==> src/design/afe_cfg_pkg.sv <==
// Constants and types for the analog front end configuration register bank
package afe_cfg_pkg;
	// ----------------------------------------
	// Register indices, byte address is four times the index
	// ----------------------------------------
	localparam logic [4:0] IDX_PIN = 5'h0b;
	localparam logic [4:0] IDX_GSW = 5'h0c;
	localparam logic [4:0] IDX_GAMP = 5'h0d;
	localparam logic [4:0] IDX_LED = 5'h0f;
	localparam logic [4:0] IDX_PHO = 5'h10;
	// ----------------------------------------
	// Writable bit masks, reserved bits stay zero
	// ----------------------------------------
	localparam logic [7:0] MASK_PIN = 8'hb7;
	localparam logic [7:0] MASK_GSW = 8'hf0;
	localparam logic [7:0] MASK_GAMP = 8'hff;
	localparam logic [7:0] MASK_LED = 8'h0e;
	localparam logic [7:0] MASK_PHO = 8'h7f;
	localparam logic [7:0] RESET_VAL = 8'h00;
	// ----------------------------------------
	// Field positions
	// ----------------------------------------
	localparam int BYP_BIT = 7;
	localparam int SEL_LSB = 4;
	localparam int FN_LSB = 0;
	localparam int RO_BIT = 7;
	localparam int RG_BIT = 6;
	localparam int RI_BIT = 5;
	localparam int REFSW_BIT = 4;
	localparam int R300_BIT = 7;
	localparam int GREF_LSB = 5;
	localparam int GFB_LSB = 3;
	localparam int TDIR_BIT = 2;
	localparam int TEN_BIT = 1;
	localparam int AMP_BIT = 0;
	localparam int LDO_LSB = 1;
	localparam int TCB_LSB = 5;
	localparam int TCA_LSB = 3;
	localparam int PHOTO_REFERENCE_PIN_BIT = 2;
	localparam int PHOTO_GAIN_LEVEL_LSB = 0;
	// ----------------------------------------
	// Pin function codes and bus responses
	// ----------------------------------------
	localparam logic [2:0] FN_HIZ = 3'h0;
	localparam logic [2:0] FN_ERR_OUT = 3'h2;
	localparam logic [2:0] FN_LED_A = 3'h4;
	localparam logic [2:0] FN_LED_B = 3'h5;
	localparam logic [1:0] RESP_OKAY = 2'h0;
	localparam logic [1:0] RESP_SLVERR = 2'h2;
	typedef struct packed {
		logic [7:0] pin;
		logic [7:0] gsw;
		logic [7:0] gamp;
		logic [7:0] led;
		logic [7:0] pho;
	} regs_t;
endpackage : afe_cfg_pkg

==> src/design/afe_config_register_bank.sv <==
// Configuration register bank with AXI4-Lite slave and decoded analog controls
//
// Summary of operation
// - Bypass bit swaps monitor buffer for switch; else buffer on when select nonzero.
// - Monitor select 0 none, 1 gas amp output, 2 photo output, 3 photodiode.
// - Pin function 0 high impedance; 2 drives high on any unmasked error.
// - Pin function 4: LED A enabled by pin OR dedicated LED A input.
// - Pin function 5: LED B enabled by pin OR dedicated LED B input.
// - Gas switch bits 7,6,5: output resistor, feedback path, input resistor.
// - Gas switch bit 4 moves positive input from sensor pin to reference.
// - Gas amp bit 7 enables the 300 mV reference buffer.
// - Gas reference field bits 6-5 selects 1.25 to 5 mV.
// - Gas feedback field bits 4-3 selects 1100, 300, 500, 800 kOhm.
// - Gas amp bit 2 sets sensor test direction, pull-down or pull-up.
// - Gas amp bit 1 enables sensor test output; bit 0 enables amplifier.
// - LED regulator field bits 3-1 selects 7.5 to 10 V; 6, 7 reserved.
// - LED B temperature coefficient field bits 6-5, four coefficients.
// - LED A temperature coefficient field bits 4-3, same four coefficients.
// - Photo bit 2 ties gain amplifier and pin to 50 mV reference.
// - All five registers reset to zero.
//
// Design decision made here: the AXI4-Lite slave port.
`timescale 1ns/10ps
module afe_config_register_bank #(
	parameter int ADDR_W = 8
) (
	input wire logic clk_i,
	input wire logic rstn_i,
	input wire logic [ADDR_W-1:0] s_axi_awaddr_i,
	input wire logic s_axi_awvalid_i,
	output logic s_axi_awready_o,
	input wire logic [31:0] s_axi_wdata_i,
	input wire logic [3:0] s_axi_wstrb_i,
	input wire logic s_axi_wvalid_i,
	output logic s_axi_wready_o,
	output logic [1:0] s_axi_bresp_o,
	output logic s_axi_bvalid_o,
	input wire logic s_axi_bready_i,
	input wire logic [ADDR_W-1:0] s_axi_araddr_i,
	input wire logic s_axi_arvalid_i,
	output logic s_axi_arready_o,
	output logic [31:0] s_axi_rdata_o,
	output logic [1:0] s_axi_rresp_o,
	output logic s_axi_rvalid_o,
	input wire logic s_axi_rready_i,
	input wire logic unmasked_error_i,
	input wire logic gpio_i,
	output logic gpio_o,
	output logic gpio_oe_o,
	input wire logic led_a_enable_input_i,
	input wire logic led_b_enable_input_i,
	output logic led_a_drive_o,
	output logic led_b_drive_o,
	output logic monitor_buffer_on_o,
	output logic monitor_buffer_bypass_o,
	output logic [2:0] monitor_route_o,
	output logic gas_out_resistor_on_o,
	output logic gas_feedback_resistor_on_o,
	output logic gas_in_resistor_on_o,
	output logic gas_ref_switch_on_o,
	output logic ref_300mv_buffer_on_o,
	output logic [1:0] gas_ref_level_o,
	output logic [1:0] gas_feedback_level_o,
	output logic sensor_test_direction_o,
	output logic sensor_test_on_o,
	output logic gas_amplifier_on_o,
	output logic [2:0] led_regulator_level_o,
	output logic [1:0] led_b_temp_coefficient_o,
	output logic [1:0] led_a_temp_coefficient_o,
	output logic photo_reference_select_o,
	output logic [1:0] photo_gain_level_o
);
	generate
		if (ADDR_W < 7 || ADDR_W > 32) begin : g_chk
			$error("ADDR_W must be 7 to 32 to reach every register");
		end
	endgenerate

	// ----------------------------------------
	// Bus handshake state
	// ----------------------------------------
	typedef struct packed {
		logic aw_held;
		logic [ADDR_W-3:0] aw_idx;
		logic w_held;
		logic [7:0] w_data;
		logic w_en;
		logic awready;
		logic wready;
		logic bvalid;
		logic [1:0] bresp;
		logic arready;
		logic rvalid;
		logic [1:0] rresp;
		logic [7:0] rdata;
	} bus_t;

	bus_t bus;
	bus_t next_bus;
	afe_cfg_pkg::regs_t cfg;
	afe_cfg_pkg::regs_t next_cfg;
	logic wr_do;
	logic [ADDR_W-3:0] wr_idx;
	logic [7:0] wr_data;
	logic wr_en;

	function automatic logic hit(input logic [ADDR_W-3:0] idx);
		hit = idx == (ADDR_W-2)'(afe_cfg_pkg::IDX_PIN) || idx == (ADDR_W-2)'(afe_cfg_pkg::IDX_GSW)
			|| idx == (ADDR_W-2)'(afe_cfg_pkg::IDX_GAMP) || idx == (ADDR_W-2)'(afe_cfg_pkg::IDX_LED)
			|| idx == (ADDR_W-2)'(afe_cfg_pkg::IDX_PHO);
	endfunction : hit

	function automatic logic [7:0] rd(input afe_cfg_pkg::regs_t r, input logic [ADDR_W-3:0] idx);
		rd = 8'h00;
		if (idx == (ADDR_W-2)'(afe_cfg_pkg::IDX_PIN)) rd = r.pin;
		if (idx == (ADDR_W-2)'(afe_cfg_pkg::IDX_GSW)) rd = r.gsw;
		if (idx == (ADDR_W-2)'(afe_cfg_pkg::IDX_GAMP)) rd = r.gamp;
		if (idx == (ADDR_W-2)'(afe_cfg_pkg::IDX_LED)) rd = r.led;
		if (idx == (ADDR_W-2)'(afe_cfg_pkg::IDX_PHO)) rd = r.pho;
	endfunction : rd

	function automatic logic [7:0] upd(input logic [7:0] old, input logic [7:0] d, input logic [7:0] m);
		upd = (old & ~m) | (d & m);
	endfunction : upd

	always_comb begin
		logic aw_take;
		logic w_take;
		aw_take = s_axi_awvalid_i & bus.awready;
		w_take = s_axi_wvalid_i & bus.wready;
		next_bus = bus;
		if (aw_take) begin
			next_bus.aw_held = 1'b1;
			next_bus.aw_idx = s_axi_awaddr_i[ADDR_W-1:2];
		end
		if (w_take) begin
			next_bus.w_held = 1'b1;
			next_bus.w_data = s_axi_wdata_i[7:0];
			next_bus.w_en = s_axi_wstrb_i[0];
		end
		// Response waits until the previous one is taken
		wr_do = next_bus.aw_held & next_bus.w_held & ~bus.bvalid;
		wr_idx = next_bus.aw_idx;
		wr_data = next_bus.w_data;
		wr_en = next_bus.w_en;
		if (bus.bvalid & s_axi_bready_i) begin
			next_bus.bvalid = 1'b0;
		end
		if (wr_do) begin
			next_bus.aw_held = 1'b0;
			next_bus.w_held = 1'b0;
			next_bus.bvalid = 1'b1;
			next_bus.bresp = hit(wr_idx) ? afe_cfg_pkg::RESP_OKAY : afe_cfg_pkg::RESP_SLVERR;
		end
		next_bus.awready = ~next_bus.aw_held & ~next_bus.bvalid;
		next_bus.wready = ~next_bus.w_held & ~next_bus.bvalid;
		if (bus.rvalid & s_axi_rready_i) begin
			next_bus.rvalid = 1'b0;
		end
		if (s_axi_arvalid_i & bus.arready) begin
			next_bus.rvalid = 1'b1;
			next_bus.rdata = rd(cfg, s_axi_araddr_i[ADDR_W-1:2]);
			next_bus.rresp = hit(s_axi_araddr_i[ADDR_W-1:2]) ? afe_cfg_pkg::RESP_OKAY : afe_cfg_pkg::RESP_SLVERR;
		end
		next_bus.arready = ~next_bus.rvalid;
	end

	always_ff @(posedge clk_i) begin
		if (!rstn_i) begin
			bus <= '0;
		end else begin
			bus <= next_bus;
		end
	end

	// ----------------------------------------
	// Register storage
	// ----------------------------------------
	always_comb begin
		next_cfg = cfg;
		// Masked merge keeps reserved bits at zero whatever is written
		if (wr_do && wr_en) begin
			if (wr_idx == (ADDR_W-2)'(afe_cfg_pkg::IDX_PIN))
				next_cfg.pin = upd(cfg.pin, wr_data, afe_cfg_pkg::MASK_PIN);
			if (wr_idx == (ADDR_W-2)'(afe_cfg_pkg::IDX_GSW))
				next_cfg.gsw = upd(cfg.gsw, wr_data, afe_cfg_pkg::MASK_GSW);
			if (wr_idx == (ADDR_W-2)'(afe_cfg_pkg::IDX_GAMP))
				next_cfg.gamp = upd(cfg.gamp, wr_data, afe_cfg_pkg::MASK_GAMP);
			if (wr_idx == (ADDR_W-2)'(afe_cfg_pkg::IDX_LED))
				next_cfg.led = upd(cfg.led, wr_data, afe_cfg_pkg::MASK_LED);
			if (wr_idx == (ADDR_W-2)'(afe_cfg_pkg::IDX_PHO))
				next_cfg.pho = upd(cfg.pho, wr_data, afe_cfg_pkg::MASK_PHO);
		end
	end

	always_ff @(posedge clk_i) begin
		if (!rstn_i) begin
			cfg <= {5{afe_cfg_pkg::RESET_VAL}};
		end else begin
			cfg <= next_cfg;
		end
	end

	// ----------------------------------------
	// Pin synchronisers and decoded controls
	// ----------------------------------------
	typedef struct packed {
		logic [2:0] meta;
		logic [2:0] sync;
		logic gpio_out;
		logic gpio_oe;
		logic led_a;
		logic led_b;
		logic buf_on;
		logic [2:0] route;
	} ctl_t;

	ctl_t ctl;
	ctl_t next_ctl;
	logic [2:0] fn;
	logic [1:0] sel;

	assign fn = cfg.pin[afe_cfg_pkg::FN_LSB +: 3];
	assign sel = cfg.pin[afe_cfg_pkg::SEL_LSB +: 2];

	always_comb begin
		next_ctl = ctl;
		next_ctl.meta = {gpio_i, led_b_enable_input_i, led_a_enable_input_i};
		next_ctl.sync = ctl.meta;
		// Pin is an input in the LED modes, driven only for the error flag
		next_ctl.gpio_oe = fn == afe_cfg_pkg::FN_ERR_OUT;
		next_ctl.gpio_out = (fn == afe_cfg_pkg::FN_ERR_OUT) & unmasked_error_i;
		next_ctl.led_a = ctl.sync[0] | ((fn == afe_cfg_pkg::FN_LED_A) & ctl.sync[2]);
		next_ctl.led_b = ctl.sync[1] | ((fn == afe_cfg_pkg::FN_LED_B) & ctl.sync[2]);
		next_ctl.buf_on = ~cfg.pin[afe_cfg_pkg::BYP_BIT] & (sel != 2'h0);
		for (int i = 0; i < 3; i++) begin
			next_ctl.route[i] = sel == 2'(i + 1);
		end
	end

	always_ff @(posedge clk_i) begin
		if (!rstn_i) begin
			ctl <= '0;
		end else begin
			ctl <= next_ctl;
		end
	end

	// ----------------------------------------
	// Outputs
	// ----------------------------------------
	assign s_axi_awready_o = bus.awready;
	assign s_axi_wready_o = bus.wready;
	assign s_axi_bvalid_o = bus.bvalid;
	assign s_axi_bresp_o = bus.bresp;
	assign s_axi_arready_o = bus.arready;
	assign s_axi_rvalid_o = bus.rvalid;
	assign s_axi_rresp_o = bus.rresp;
	assign s_axi_rdata_o = {24'h000000, bus.rdata};
	assign gpio_o = ctl.gpio_out;
	assign gpio_oe_o = ctl.gpio_oe;
	assign led_a_drive_o = ctl.led_a;
	assign led_b_drive_o = ctl.led_b;
	assign monitor_buffer_on_o = ctl.buf_on;
	assign monitor_buffer_bypass_o = cfg.pin[afe_cfg_pkg::BYP_BIT];
	assign monitor_route_o = ctl.route;
	assign gas_out_resistor_on_o = cfg.gsw[afe_cfg_pkg::RO_BIT];
	assign gas_feedback_resistor_on_o = cfg.gsw[afe_cfg_pkg::RG_BIT];
	assign gas_in_resistor_on_o = cfg.gsw[afe_cfg_pkg::RI_BIT];
	assign gas_ref_switch_on_o = cfg.gsw[afe_cfg_pkg::REFSW_BIT];
	assign ref_300mv_buffer_on_o = cfg.gamp[afe_cfg_pkg::R300_BIT];
	assign gas_ref_level_o = cfg.gamp[afe_cfg_pkg::GREF_LSB +: 2];
	assign gas_feedback_level_o = cfg.gamp[afe_cfg_pkg::GFB_LSB +: 2];
	assign sensor_test_direction_o = cfg.gamp[afe_cfg_pkg::TDIR_BIT];
	assign sensor_test_on_o = cfg.gamp[afe_cfg_pkg::TEN_BIT];
	assign gas_amplifier_on_o = cfg.gamp[afe_cfg_pkg::AMP_BIT];
	// Codes 6 and 7 pass through unchanged; the regulator must not be set there
	assign led_regulator_level_o = cfg.led[afe_cfg_pkg::LDO_LSB +: 3];
	assign led_b_temp_coefficient_o = cfg.pho[afe_cfg_pkg::TCB_LSB +: 2];
	assign led_a_temp_coefficient_o = cfg.pho[afe_cfg_pkg::TCA_LSB +: 2];
	assign photo_reference_select_o = cfg.pho[afe_cfg_pkg::PHOTO_REFERENCE_PIN_BIT];
	assign photo_gain_level_o = cfg.pho[afe_cfg_pkg::PHOTO_GAIN_LEVEL_LSB +: 2];

	// ----------------------------------------
	// Assertions
	// ----------------------------------------
	AST_BYPASS: assert property (@(posedge clk_i) disable iff (!rstn_i)
		cfg.pin[7] |=> !monitor_buffer_on_o)
		else $error("monitor buffer on while bypassed");
	AST_BUF_ON: assert property (@(posedge clk_i) disable iff (!rstn_i)
		!cfg.pin[7] && sel != 2'h0 |=> monitor_buffer_on_o)
		else $error("monitor buffer off with input selected");
	AST_ROUTE: assert property (@(posedge clk_i) disable iff (!rstn_i)
		sel == 2'h3 |=> monitor_route_o == 3'h4 ##0 $onehot0(monitor_route_o))
		else $error("photodiode not routed to monitor");
	AST_PIN_HIZ: assert property (@(posedge clk_i) disable iff (!rstn_i)
		fn == 3'h0 |=> !gpio_oe_o)
		else $error("pin driven in high impedance mode");
	AST_PIN_ERR: assert property (@(posedge clk_i) disable iff (!rstn_i)
		fn == 3'h2 |=> gpio_oe_o && gpio_o == $past(unmasked_error_i))
		else $error("error pin does not follow unmasked error");
	AST_LED_A: assert property (@(posedge clk_i) disable iff (!rstn_i)
		fn == 3'h4 && $past(gpio_i, 2) |=> led_a_drive_o)
		else $error("pin did not enable LED A");
	AST_LED_B: assert property (@(posedge clk_i) disable iff (!rstn_i)
		fn == 3'h5 && $past(gpio_i, 2) |=> led_b_drive_o)
		else $error("pin did not enable LED B");
	AST_RESET: assert property (@(posedge clk_i)
		!rstn_i |=> cfg == '0 && !s_axi_bvalid_o && !s_axi_rvalid_o)
		else $error("registers not zero after reset");
	AST_RSVD: assert property (@(posedge clk_i) disable iff (!rstn_i)
		(cfg.pin & ~8'hb7) == 8'h00 && cfg.gsw[3:0] == 4'h0 && (cfg.led & ~8'h0e) == 8'h00 && !cfg.pho[7])
		else $error("reserved bit set");
	// A write lands at the edge that answers it, and the field outputs show it from that same edge
	AST_WRITE: assert property (@(posedge clk_i) disable iff (!rstn_i)
		wr_do && wr_en && wr_idx == (ADDR_W-2)'(afe_cfg_pkg::IDX_GAMP) |=> {ref_300mv_buffer_on_o, gas_ref_level_o,
		gas_feedback_level_o, sensor_test_direction_o, sensor_test_on_o, gas_amplifier_on_o} == $past(wr_data))
		else $error("gas amplifier write not applied");
	AST_WRITE_GSW: assert property (@(posedge clk_i) disable iff (!rstn_i)
		wr_do && wr_en && wr_idx == (ADDR_W-2)'(afe_cfg_pkg::IDX_GSW) |=> {gas_out_resistor_on_o,
		gas_feedback_resistor_on_o, gas_in_resistor_on_o, gas_ref_switch_on_o} == $past(wr_data[7:4]))
		else $error("gas switch write not applied");
	AST_WRITE_LED: assert property (@(posedge clk_i) disable iff (!rstn_i)
		wr_do && wr_en && wr_idx == (ADDR_W-2)'(afe_cfg_pkg::IDX_LED) |=> led_regulator_level_o == $past(wr_data[3:1]))
		else $error("LED regulator write not applied");
	AST_WRITE_PHO: assert property (@(posedge clk_i) disable iff (!rstn_i)
		wr_do && wr_en && wr_idx == (ADDR_W-2)'(afe_cfg_pkg::IDX_PHO) |=> {led_b_temp_coefficient_o,
		led_a_temp_coefficient_o, photo_reference_select_o, photo_gain_level_o} == $past(wr_data[6:0]))
		else $error("photo channel write not applied");
	AST_WRITE_PIN: assert property (@(posedge clk_i) disable iff (!rstn_i)
		wr_do && wr_en && wr_idx == (ADDR_W-2)'(afe_cfg_pkg::IDX_PIN) |=> monitor_buffer_bypass_o == $past(wr_data[7]))
		else $error("bypass write not applied");
	AST_ROUTE_NONE: assert property (@(posedge clk_i) disable iff (!rstn_i)
		sel == 2'h0 |=> monitor_route_o == 3'h0)
		else $error("monitor routed with no input selected");
	AST_ROUTE_GAS: assert property (@(posedge clk_i) disable iff (!rstn_i)
		sel == 2'h1 |=> monitor_route_o == 3'h1)
		else $error("gas amplifier output not routed to monitor");
	AST_ROUTE_PHOTO: assert property (@(posedge clk_i) disable iff (!rstn_i)
		sel == 2'h2 |=> monitor_route_o == 3'h2)
		else $error("photo output not routed to monitor");
	AST_PIN_IDLE: assert property (@(posedge clk_i) disable iff (!rstn_i)
		fn != afe_cfg_pkg::FN_ERR_OUT |=> !gpio_oe_o && !gpio_o)
		else $error("pin driven outside error output mode");
	AST_LED_A_DED: assert property (@(posedge clk_i) disable iff (!rstn_i)
		$past(rstn_i, 2) && $past(rstn_i) && $past(led_a_enable_input_i, 2) |=> led_a_drive_o)
		else $error("dedicated input did not enable LED A");
	AST_LED_B_DED: assert property (@(posedge clk_i) disable iff (!rstn_i)
		$past(rstn_i, 2) && $past(rstn_i) && $past(led_b_enable_input_i, 2) |=> led_b_drive_o)
		else $error("dedicated input did not enable LED B");
	AST_LED_A_OFF: assert property (@(posedge clk_i) disable iff (!rstn_i)
		!$past(led_a_enable_input_i, 2) && !$past(gpio_i, 2) |=> !led_a_drive_o)
		else $error("LED A enabled with no request");
	AST_LED_B_OFF: assert property (@(posedge clk_i) disable iff (!rstn_i)
		!$past(led_b_enable_input_i, 2) && !$past(gpio_i, 2) |=> !led_b_drive_o)
		else $error("LED B enabled with no request");
	AST_RESET_CTL: assert property (@(posedge clk_i)
		!rstn_i |=> !gpio_oe_o && !led_a_drive_o && !led_b_drive_o && !monitor_buffer_on_o && monitor_route_o == 3'h0)
		else $error("decoded controls not idle after reset");
	AST_BRESP_DUE: assert property (@(posedge clk_i) disable iff (!rstn_i)
		wr_do |=> s_axi_bvalid_o)
		else $error("write response missing");
	AST_BVALID_HOLD: assert property (@(posedge clk_i) disable iff (!rstn_i)
		s_axi_bvalid_o && !s_axi_bready_i |=> s_axi_bvalid_o && $stable(s_axi_bresp_o))
		else $error("write response dropped before taken");
	AST_RVALID_HOLD: assert property (@(posedge clk_i) disable iff (!rstn_i)
		s_axi_rvalid_o && !s_axi_rready_i |=> s_axi_rvalid_o && $stable(s_axi_rdata_o) && $stable(s_axi_rresp_o))
		else $error("read answer dropped before taken");
	AST_WR_BLOCKED: assert property (@(posedge clk_i) disable iff (!rstn_i)
		s_axi_bvalid_o |-> !s_axi_awready_o && !s_axi_wready_o)
		else $error("write accepted while response pending");
	AST_RD_BLOCKED: assert property (@(posedge clk_i) disable iff (!rstn_i)
		s_axi_rvalid_o |-> !s_axi_arready_o)
		else $error("read accepted while answer pending");
	AST_RD_ZERO_WAIT: assert property (@(posedge clk_i) disable iff (!rstn_i)
		s_axi_arvalid_i && s_axi_arready_o |=> s_axi_rvalid_o && s_axi_rdata_o[31:8] == 24'h000000)
		else $error("read answer late or wide");
endmodule : afe_config_register_bank

==> config.mk <==
export PLATFORM = sky130hd
export DESIGN_NAME = afe_config_register_bank
export DESIGN_NICKNAME = d
export VERILOG_FILES = /design/src/design/afe_cfg_pkg.sv /design/src/design/afe_config_register_bank.sv
export SDC_FILE = /design/constraint.sdc
export NUM_CORES = 1
export LEC_CHECK = 0
export ABC_AREA = 1
export BUFFER_PORTS_ARGS = -buffer_cell sky130_fd_sc_hd__buf_2
export CAP_MARGIN = 5
export CORE_ASPECT_RATIO = 0.8
export CORE_UTILIZATION = 54
export DETAILED_ROUTE_END_ITERATION = 12
export GPL_ROUTABILITY_DRIVEN = 0
export PLACE_DENSITY = 0.92
export SYNTH_ARGS = -nofsm -noshare
export SYNTH_HDL_FRONTEND = slang
export SYNTH_SLANG_ARGS = --single-unit
==> constraint.sdc <==
create_clock -name clk_i -period 2.39 [get_ports clk_i]
set_input_delay 0.1195 -clock clk_i [delete_from_list [all_inputs] [get_ports clk_i]]
set_output_delay 0.1195 -clock clk_i [all_outputs]
set_load 0.02 [all_outputs]
==> qor.yml, run 1 <==
maxCapViolCount: 0
yosysSeqAreaShare: 0.386
multi_input_area_um2: 1620
syn_to_final_growth_pct: 9.98
fin_crit_sh: 0.820
end_kind: "flip-flop"
grt_usage: 0.249
diodes: 0
yosysWarnings: 0
irDropWorstVdd_mv: 0.450
fin_tns_setup_ns: 0
rsz0062_at_grt: "no"
whs_ns: 0.0486
clk_pin_slew_worst_paths_ns: 0.08
drive_gt1_frac: 0.205
fmax_ghz: 0.510
syn_avg_cell_area_um2: 6.92
setup_viol: 0
synth_edf_count: 0
cts_resized: 0
grt_pass1_wl_um: 14200
crit_path_start_kind: "flip-flop"
synth_area_leaders: "dfxtp_1 (39%), buf_4 (11%), nand2_1 (11%)"
synth.distinct_cells: 28
cts_root_buf: "clkbuf_8"
nets: 669
yosys-top-cells-count: "nand2_1 (109), inv_1 (88), nor2_1 (80)"
r2r_end: "cfg[32]"
hold_end: "bus[17]"
post-dp-hpwl_um: 6410
critPathMaxFanout: 33
synth.most_common_cell: "nand2_1"
synth_area_leader_cell: "dfxtp_1"
finalPower_w: 0.00275
grt_max_degree: 46
max_slew_margin: 0.435
antenna_found_initial: 0
whs_path_depth: 3
ant_nets: 0
synth-async-reset-ratio: 0
syn_area_um2: 3840
drtPass1Iterations: 5
power.leakage_nw: 2.16
std_cell_rows: 27
drt-total-wl_um: 8720
fp.dieH_um: 77.4
io_pins: 135
hold_start: "s_axi_wstrb_i[0]"
core-area_um2: 6890
cts_buffer_depth: 2
overflow: 0
synthCells: 554
slew_violations: 0
hp-class: "primary input to flip-flop"
regArea_um2: 1480
cts_tree: "yes"
cts_sinks: 74
initialDrtViolationCount: 199
crit_arrival_ns: 2.26
critPathKind: "flip-flop to flip-flop"
reg2reg_from: "s_axi_awready_o"
required_ns: 2.69
vias: 3468
die-area_um2: 7450
numCtsBuffers: 9
clk-insertion-delay-late_ns: 0.37
synth-seq-cells: 74
r2r_cells: 10
start_util: 0.557
final_hold_viol_count: 0
status: "completed"
vias_per_cell: 4.98
worst_slew_pin_slew_ns: 0.842
fillers: 631
wl_per_cell_um: 12.5
drc_errors: 0
die_x_um: 96.2
h-tree-depth: 3
grt_pass1_vias: 3109
r2r_setup_slack_ns: 0.43
p_per_area_nw_per_um2: 652
synth_ff_type: "dfxtp_1"
place.port_buffers: 77
synth_top_area_share: 0.386
period_minus_slack_ns: 1.96
fin_worst_skew_ns: 0.00760
## registers in the layout (all words and copies together), names as in the netlist, 2 cells and up
name,flops
bus,17
s_axi_rdata_o,8
ctl,6
cfg,5
led_regulator_level_o,3
monitor_route_o,3
gas_feedback_level_o,2
gas_ref_level_o,2
led_a_temp_coefficient_o,2
led_b_temp_coefficient_o,2
photo_gain_level_o,2
## repair_timing
item,4_1_cts,5_1_grt
hold buffers,4,1
setup buffers,0,0
endpoints found under the hold margin,4,1
## stage by stage
step	worst slack, ns	cell area (um^2)	cells	util
after floorplan	0.867	3930	579	-
after global placement	0.594	3950	677	0.574
after global routing	0.232	4220	697	0.612
after CTS	0.440	4210	696	0.611
final	0.431	4220	697	0.612
after detailed placement	0.477	3950	677	0.574
## worst max path at each step
| stage | end | slack [ns] | from | cells after the start |
|---|---|---|---|---|
| floorplan | gas_in_resistor_on_o | 0.87 | s_axi_awready_o | 9 |
| global placement | cfg[37] | 0.59 | s_axi_awready_o | 10 |
| detailed placement | cfg[36] | 0.48 | s_axi_awready_o | 10 |
| CTS | cfg[36] | 0.44 | s_axi_awready_o | 10 |
| global route | cfg[32] | 0.23 | s_axi_awready_o | 10 |
| finish | cfg[32] | 0.43 | s_axi_awready_o | 10 |
## critical path, stage by stage (launching register included)
cell and delay, ns:
dfxtp_1 0.32, buf_4 0.17, nand2_2 0.17, nand2_2 0.14, nand3_2 0.12, nor2_4 0.10
buf_4 0.33, nand3_1 0.27, nand2_1 0.12, inv_1 0.04, nor2_1 0.10
## placed cells by master, fill, tap and decap left out, types with 2 or more instances in the layout
cell type        n
nand3_4          2
nand3_2          4
nor2_4           3
inv_1           88
nor3_1           2
dfxtp_1         74
nand2_1        109
nor2_8           2
or2_2            8
bufinv_16        2
buf_2           77
a21oi_1          9
clkbuf_8         9
nand3_1         35
nand2_2          8
buf_4            3
clkinvlp_4       3
conb_1          26
nor2_1          80
o21ai_0         29
dlygate4sd3_1    5
nand4_1         24
## power by group
group	switching (W)	total, W	internal, W
clock network	0.000495	0.00108	0.000585
registers	0.0000148	0.00129	0.00128
logic	0.000278	0.000382	0.000104
## cell type report
cell class,count,share of cell area
inverters,90,0.0801
repair buffers,85,0.109
well taps,87,0.0258
multi-input cells,346,0.383
flip-flops and latches,74,0.351
clock inverters,6,0.0216
clock buffers,9,0.0294
## cell families (layout without fill, tap and decap cells)
logic type             Yosys count  after routing  synth area share
AO/OA/AOI/OAI                   41             41            0.0554
buffers and inverters          159            190             0.217
flip-flops                      74             74             0.386
other                            1             26          0.000978
AND/OR/NAND/NOR                279            279             0.341
## layer usage
layer | share of wire | GRT usage | vias to the layer above
li1 | - | - | 1728
met1 | 0.44 | 0.318 | 1578
met2 | 0.46 | 0.391 | 151
met3 | 0.080 | 0.0882 | 11
met4 | 0.012 | 0.0761 | 0
met5 | 0 | 0 | -
Power figures use the tool's default switching activity.
==> run 2: changes to the inputs <==
--- a/config.mk
+++ b/config.mk
@@ -9,10 +9,10 @@
 export BUFFER_PORTS_ARGS = -buffer_cell sky130_fd_sc_hd__buf_2
 export CAP_MARGIN = 5
 export CORE_ASPECT_RATIO = 0.8
-export CORE_UTILIZATION = 54
+export CORE_UTILIZATION = 45
 export DETAILED_ROUTE_END_ITERATION = 12
 export GPL_ROUTABILITY_DRIVEN = 0
-export PLACE_DENSITY = 0.92
+export PLACE_DENSITY = 0.82
 export SYNTH_ARGS = -nofsm -noshare
 export SYNTH_HDL_FRONTEND = slang
 export SYNTH_SLANG_ARGS = --single-unit
==> constraint.sdc (replaced) <==
create_clock -name clk_i -period 1.75 [get_ports clk_i]
set_input_delay 0.0875 -clock clk_i [delete_from_list [all_inputs] [get_ports clk_i]]
set_output_delay 0.0875 -clock clk_i [all_outputs]
set_load 0.02 [all_outputs]
==> run 2 against run 1 <==
Effect of this change:
- clock skew increased by 0.0028 ns
- worst hold slack worse by 0.036 ns
- via count fell by 0.14%
- clock-buffer cell count is 2 higher
- wire length increased by 2.0%
- cell area up 3.1%
- combinational power grew 47%
- non-clock buffer count increased by 11
- critical path depth down 1
==> qor.yml, run 2 (synthesized netlist as in run 1, its figures left out) <==
status: "completed"
instances_no_fill: 730
utilization: 0.537
initialDrtViolationCount: 214
p_per_area_nw_per_um2: 840
drc_errors: 0
drt-total-wl_um: 8890
fin_tns_setup_ns: 0
hp-class: "primary input to flip-flop"
cts_buffer_depth: 2
vias: 3463
overflow: 0
cts_tree: "yes"
final_hold_viol_count: 0
final_cell_mix: "nand2_1 (107), inv_1 (88), nor2_1 (80), buf_2 (77), dfxtp_1 (73)"
diodes: 0
ant_nets: 0
r2r_setup_slack_ns: 0.15
fin_worst_skew_ns: 0.0104
std_cell_rows: 29
cts_sinks: 74
numCtsBuffers: 9
drtPass1Iterations: 4
syn_to_final_growth_pct: 13.4
setup_viol: 0
die-area_um2: 8900
wl_per_cell_um: 12.2
fp.dieH_um: 84.6
fmax_ghz: 0.625
regMostFlops: "bus"
r2r_cells: 9
post-dp-hpwl_um: 6660
grt_max_degree: 42
grt_usage: 0.207
final_common_cell: "nand2_1"
maxCapViolCount: 0
irDropWorstVdd_mv: 0.424
drive_gt1_frac: 0.225
start_util: 0.474
clk-insertion-delay-late_ns: 0.35
fin_crit_sh: 0.915
crit_arrival_ns: 1.89
vias_per_cell: 4.74
fillers: 764
nets: 680
whs_path_depth: 3
place.port_buffers: 77
whs_ns: 0.0124
grt_pass1_wl_um: 14500
antenna_found_initial: 0
core-area_um2: 8090
grt_pass1_vias: 3186
required_ns: 2.04
rsz0062_at_grt: "no"
power.leakage_nw: 2.23
io_pins: 135
clk_pin_slew_worst_paths_ns: 0.08
placedCellCount: 707
h-tree-depth: 3
slew_violations: 0
crit_path_start_kind: "flip-flop"
critPathKind: "flip-flop to flip-flop"
cts_root_buf: "clkbuf_8"
critPathMaxFanout: 32
die_x_um: 105
end_kind: "flip-flop"
largest_reg_flops: 17
period_minus_slack_ns: 1.60
## run 2: cell count changes in the layout (fill, tap and decap cells not counted), sizes merged
cell      change
clkbuf        +2
bufinv        -1
inv           -1
clkinv        +4
clkinvlp      -3
buf          +11
## run 2: worst paths after layout
kind                     from                 end
min reg2reg           ctl[11]              ctl[8]
max            s_axi_wready_o  gas_amplifier_on_o
max reg2reg    s_axi_wready_o  gas_amplifier_on_o
min          s_axi_wstrb_i[0]             bus[17]
## run 2: through the flow
step / total power, W / setup WS [ns] / cell area, um^2
2_1_floorplan: 0.00224 / 0.227 / 3930
3_3_place_gp: 0.00232 / 0.134 / 4060
3_5_place_dp: 0.00234 / 0.0343 / 4060
4_1_cts: 0.00366 / 0.00556 / 4310
5_1_grt: 0.00381 / 0.0178 / 4350
6_report: 0.00365 / 0.149 / 4350
## run 2: routing by layer
metal | track usage | routed length, um | up-vias
met5 | 0 | 0 | -
met4 | 0.0781 | 194 | 0
met3 | 0.0660 | 689 | 21
met2 | 0.337 | 4130 | 144
met1 | 0.255 | 3890 | 1547
li1 | - | - | 1751
## run 2: critical path, stage by stage, from the launching register on
cell and delay (ns):
dfxtp_1 0.34, nand2_2 0.16, nand2_2 0.15, nand3_2 0.12, nor2_4 0.15, buf_12 0.20
nand3_4 0.15, nand2_1 0.12, inv_1 0.05, nor2_1 0.09
## run 2: power breakdown
part / internal, W / switching [W] / total [W]
registers: 0.00174 / 0.0000251 / 0.00177
clock network: 0.000693 / 0.000633 / 0.00133
logic: 0.000177 / 0.000383 / 0.000560
## run 2: layout make-up
cell class                 instances  area (um^2)  area share
multi-input combinational        346         1630       0.375
sequential                        74         1480       0.341
timing repair buffer              96          566       0.130
inverter                          90          338      0.0777
clock buffer                      11          141      0.0325
tap                              108          135      0.0311
clock inverter                     5         53.8      0.0124
## run 2: repair_timing
| item | in CTS | in global routing |
|---|---|---|
| buffers inserted | 0 | 2 |
| gates resized for setup | 0 | 5 |
| setup endpoints to repair | 0 | 28 |
| endpoints found under the hold margin | 5 | 0 |
| hold buffers | 5 | 0 |
==> run 3: changes to the inputs <==
--- a/config.mk
+++ b/config.mk
@@ -5,11 +5,10 @@
 export SDC_FILE = /design/constraint.sdc
 export NUM_CORES = 1
 export LEC_CHECK = 0
-export ABC_AREA = 1
 export BUFFER_PORTS_ARGS = -buffer_cell sky130_fd_sc_hd__buf_2
 export CAP_MARGIN = 5
 export CORE_ASPECT_RATIO = 0.8
-export CORE_UTILIZATION = 45
+export CORE_UTILIZATION = 44
 export DETAILED_ROUTE_END_ITERATION = 12
 export GPL_ROUTABILITY_DRIVEN = 0
 export PLACE_DENSITY = 0.82
==> run 3 against run 2 <==
Effect of this change:
- first-iteration DRC count fell by 50%
- die area shrank 8.3%
- non-clock buffer count shrank 2
- register-to-register slack worse by 0.14 ns
- cell count fell by 26%
- wire length decreased by 13%
- synthesized cell count is 33% lower
- setup slack lost 0.14 ns
- power shrank 11%
- synthesized area decreased by 11%
- critical path depth is 4 lower
- critical path type unchanged
- highest routed layer unchanged
==> qor.yml, run 3 <==
fillers: 716
slowest_delay_ns: 0.47
max_slew_margin: 0.577
place.port_buffers: 77
crit_slowest_cell: "a2111oi_4"
synth_top_area_share: 0.432
r2r_cells: 5
core-area_um2: 7460
regArea_um2: 1480
irDropWorstVdd_mv: 0.494
ant_nets: 0
syn_avg_cell_area_um2: 9.30
rsz0062_at_grt: "yes"
cp_num_cells: 5
syn_area_um2: 3430
multi_input_area_um2: 1550
critPathMaxFanout: 8
regMostFlops: "bus"
final_cell_area_um2: 3900
worst_slew_pin_slew_ns: 0.619
clk-insertion-delay-late_ns: 0.36
drtPass1Iterations: 4
overflow: 0
p_per_area_nw_per_um2: 837
critPathKind: "flip-flop to flip-flop"
die_x_um: 101
fin_worst_skew_ns: 0.0133
vias: 2664
synthCells: 369
start_util: 0.460
wl_per_cell_um: 14.2
crit_path_start_kind: "flip-flop"
synth_edf_count: 0
synth.distinct_cells: 46
grt_pass1_wl_um: 12100
h-tree-depth: 3
std_cell_rows: 28
crit_arrival_ns: 1.96
power.leakage_nw: 1.87
post-dp-hpwl_um: 5930
path_cells: "a21bo_2 > a2111oi_4 > buf_4 > nand4_4 > mux2i_1"
drc_errors: 0
diodes: 0
synth.most_common_cell: "dfxtp_1"
initialDrtViolationCount: 107
drive_gt1_frac: 0.289
synth_area_leaders: "dfxtp_1 (43%), buf_4 (12%), mux2i_1 (9.0%)"
cts_root_buf: "clkbuf_8"
whs_path_depth: 3
drt-total-wl_um: 7700
io_pins: 135
path_buf_inv: 1
cts_tree: "yes"
synth_ff_type: "dfxtp_1"
grt_max_degree: 19
yosys-top-cells-count: "dfxtp_1 (74), nand2_1 (56), buf_4 (53)"
cts_buffer_depth: 2
numCtsBuffers: 9
fin_crit_sh: 0.994
grt_pass1_vias: 2478
vias_per_cell: 4.92
syn_to_final_growth_pct: 13.6
clk_pin_slew_worst_paths_ns: 0.08
yosysWarnings: 0
cpLargestDelayFamily: "compound AO/OA/AOI/OAI gates"
place_area_um2: 3650
whs_ns: 0.0184
nets: 495
maxCapViolCount: 0
final_cell_mix: "buf_2 (77), dfxtp_1 (72), nand2_1 (56), mux2i_1 (31), conb_1 (26)"
yosysSeqAreaShare: 0.432
largest_reg_flops: 17
fp.dieH_um: 81.0
synth_area_leader_cell: "dfxtp_1"
hp-class: "primary input to flip-flop"
grt_usage: 0.195
status: "completed"
die-area_um2: 8160
required_ns: 1.98
cts_sinks: 74
synth-async-reset-ratio: 0
final_hold_viol_count: 0
antenna_found_initial: 0
slew_violations: 0
final_common_cell: "buf_2"
end_kind: "flip-flop"
synth-seq-cells: 74
period_minus_slack_ns: 1.74
fmax_ghz: 0.575
setup_viol: 0
[run 3: changes by cell type after synthesis, sizes merged, moves of 9 or more]
cell / previous run / this run
mux2i: 0 / 31
inv: 89 / 8
nand3: 41 / 10
o21ai: 30 / 9
buf: 65 / 56
and2: 0 / 10
nand2: 117 / 57
nand4: 24 / 6
nor2: 86 / 10
mux2: 0 / 15
[run 3: cell families (layout without fill, tap and decap cells)]
kind of cell,Yosys count,count (layout),synth area share
other cells,1,26,0.00109
buf+inv,76,118,0.144
simple gates,130,130,0.202
mux,46,46,0.140
compound gates,42,42,0.0817
flops,74,74,0.432
[run 3: cell type report]
class / count / share of cell area
clock buffer: 10 / 0.0327
sequential: 74 / 0.381
tap: 105 / 0.0337
multi-input combinational: 244 / 0.398
timing repair buffer: 94 / 0.138
inverter: 9 / 0.00866
clock inverter: 5 / 0.00834
[run 3: worst reg2reg max path, cell delays in order, from the launching register on]
cell and delay, ns:
dfxtp_1 0.32, a21bo_2 0.24, a2111oi_4 0.47, buf_4 0.20
nand4_4 0.20, mux2i_1 0.18
[run 3: path summary, 6_finish.rpt]
path,start,endpoint,slack (ns)
worst max register to register,bus[17],gas_feedback_level_o[1],0.01
worst max-delay path,bus[17],gas_feedback_level_o[1],0.01
worst min-delay path,s_axi_awaddr_i[2],bus[27],0.02
worst min register to register,bus[33],s_axi_awready_o,0.41
[run 3: layer usage]
| metal | up-vias | GRT usage | routed length (um) |
|---|---|---|---|
| li1 | 1321 | - | - |
| met1 | 1245 | 0.245 | 3510 |
| met2 | 89 | 0.320 | 3580 |
| met3 | 9 | 0.0568 | 510 |
| met4 | 0 | 0.0739 | 91 |
| met5 | - | 0 | 0 |
[run 3: repair_timing]
action,CTS,global route
pin swaps,1,3
setup endpoints to repair,17,25
endpoints found under the hold margin,7,0
resized for setup,1,2
hold buffers,7,0
setup buffers,1,0
[run 3: per-stage QoR]
stage	TNS [ns]	utilization	cells	power [W]	setup slack (ns)
2_1_floorplan	0	-	394	0.00209	0.0135
3_3_place_gp	0	0.489	518	0.00214	0.0344
3_5_place_dp	-0.321	0.489	518	0.00215	-0.0319
4_1_cts	0	0.521	541	0.00328	0.0130
5_1_grt	-1.54	0.522	541	0.00339	-0.0803
6_report	0	0.522	541	0.00326	0.0113
[run 3: power by group]
group	switching, W	total [W]	internal (W)
Combinational	0.000234	0.000368	0.000134
Clock	0.000634	0.00113	0.000501
Sequential	0.0000282	0.00176	0.00173
Total	0.000896	0.00326	0.00237
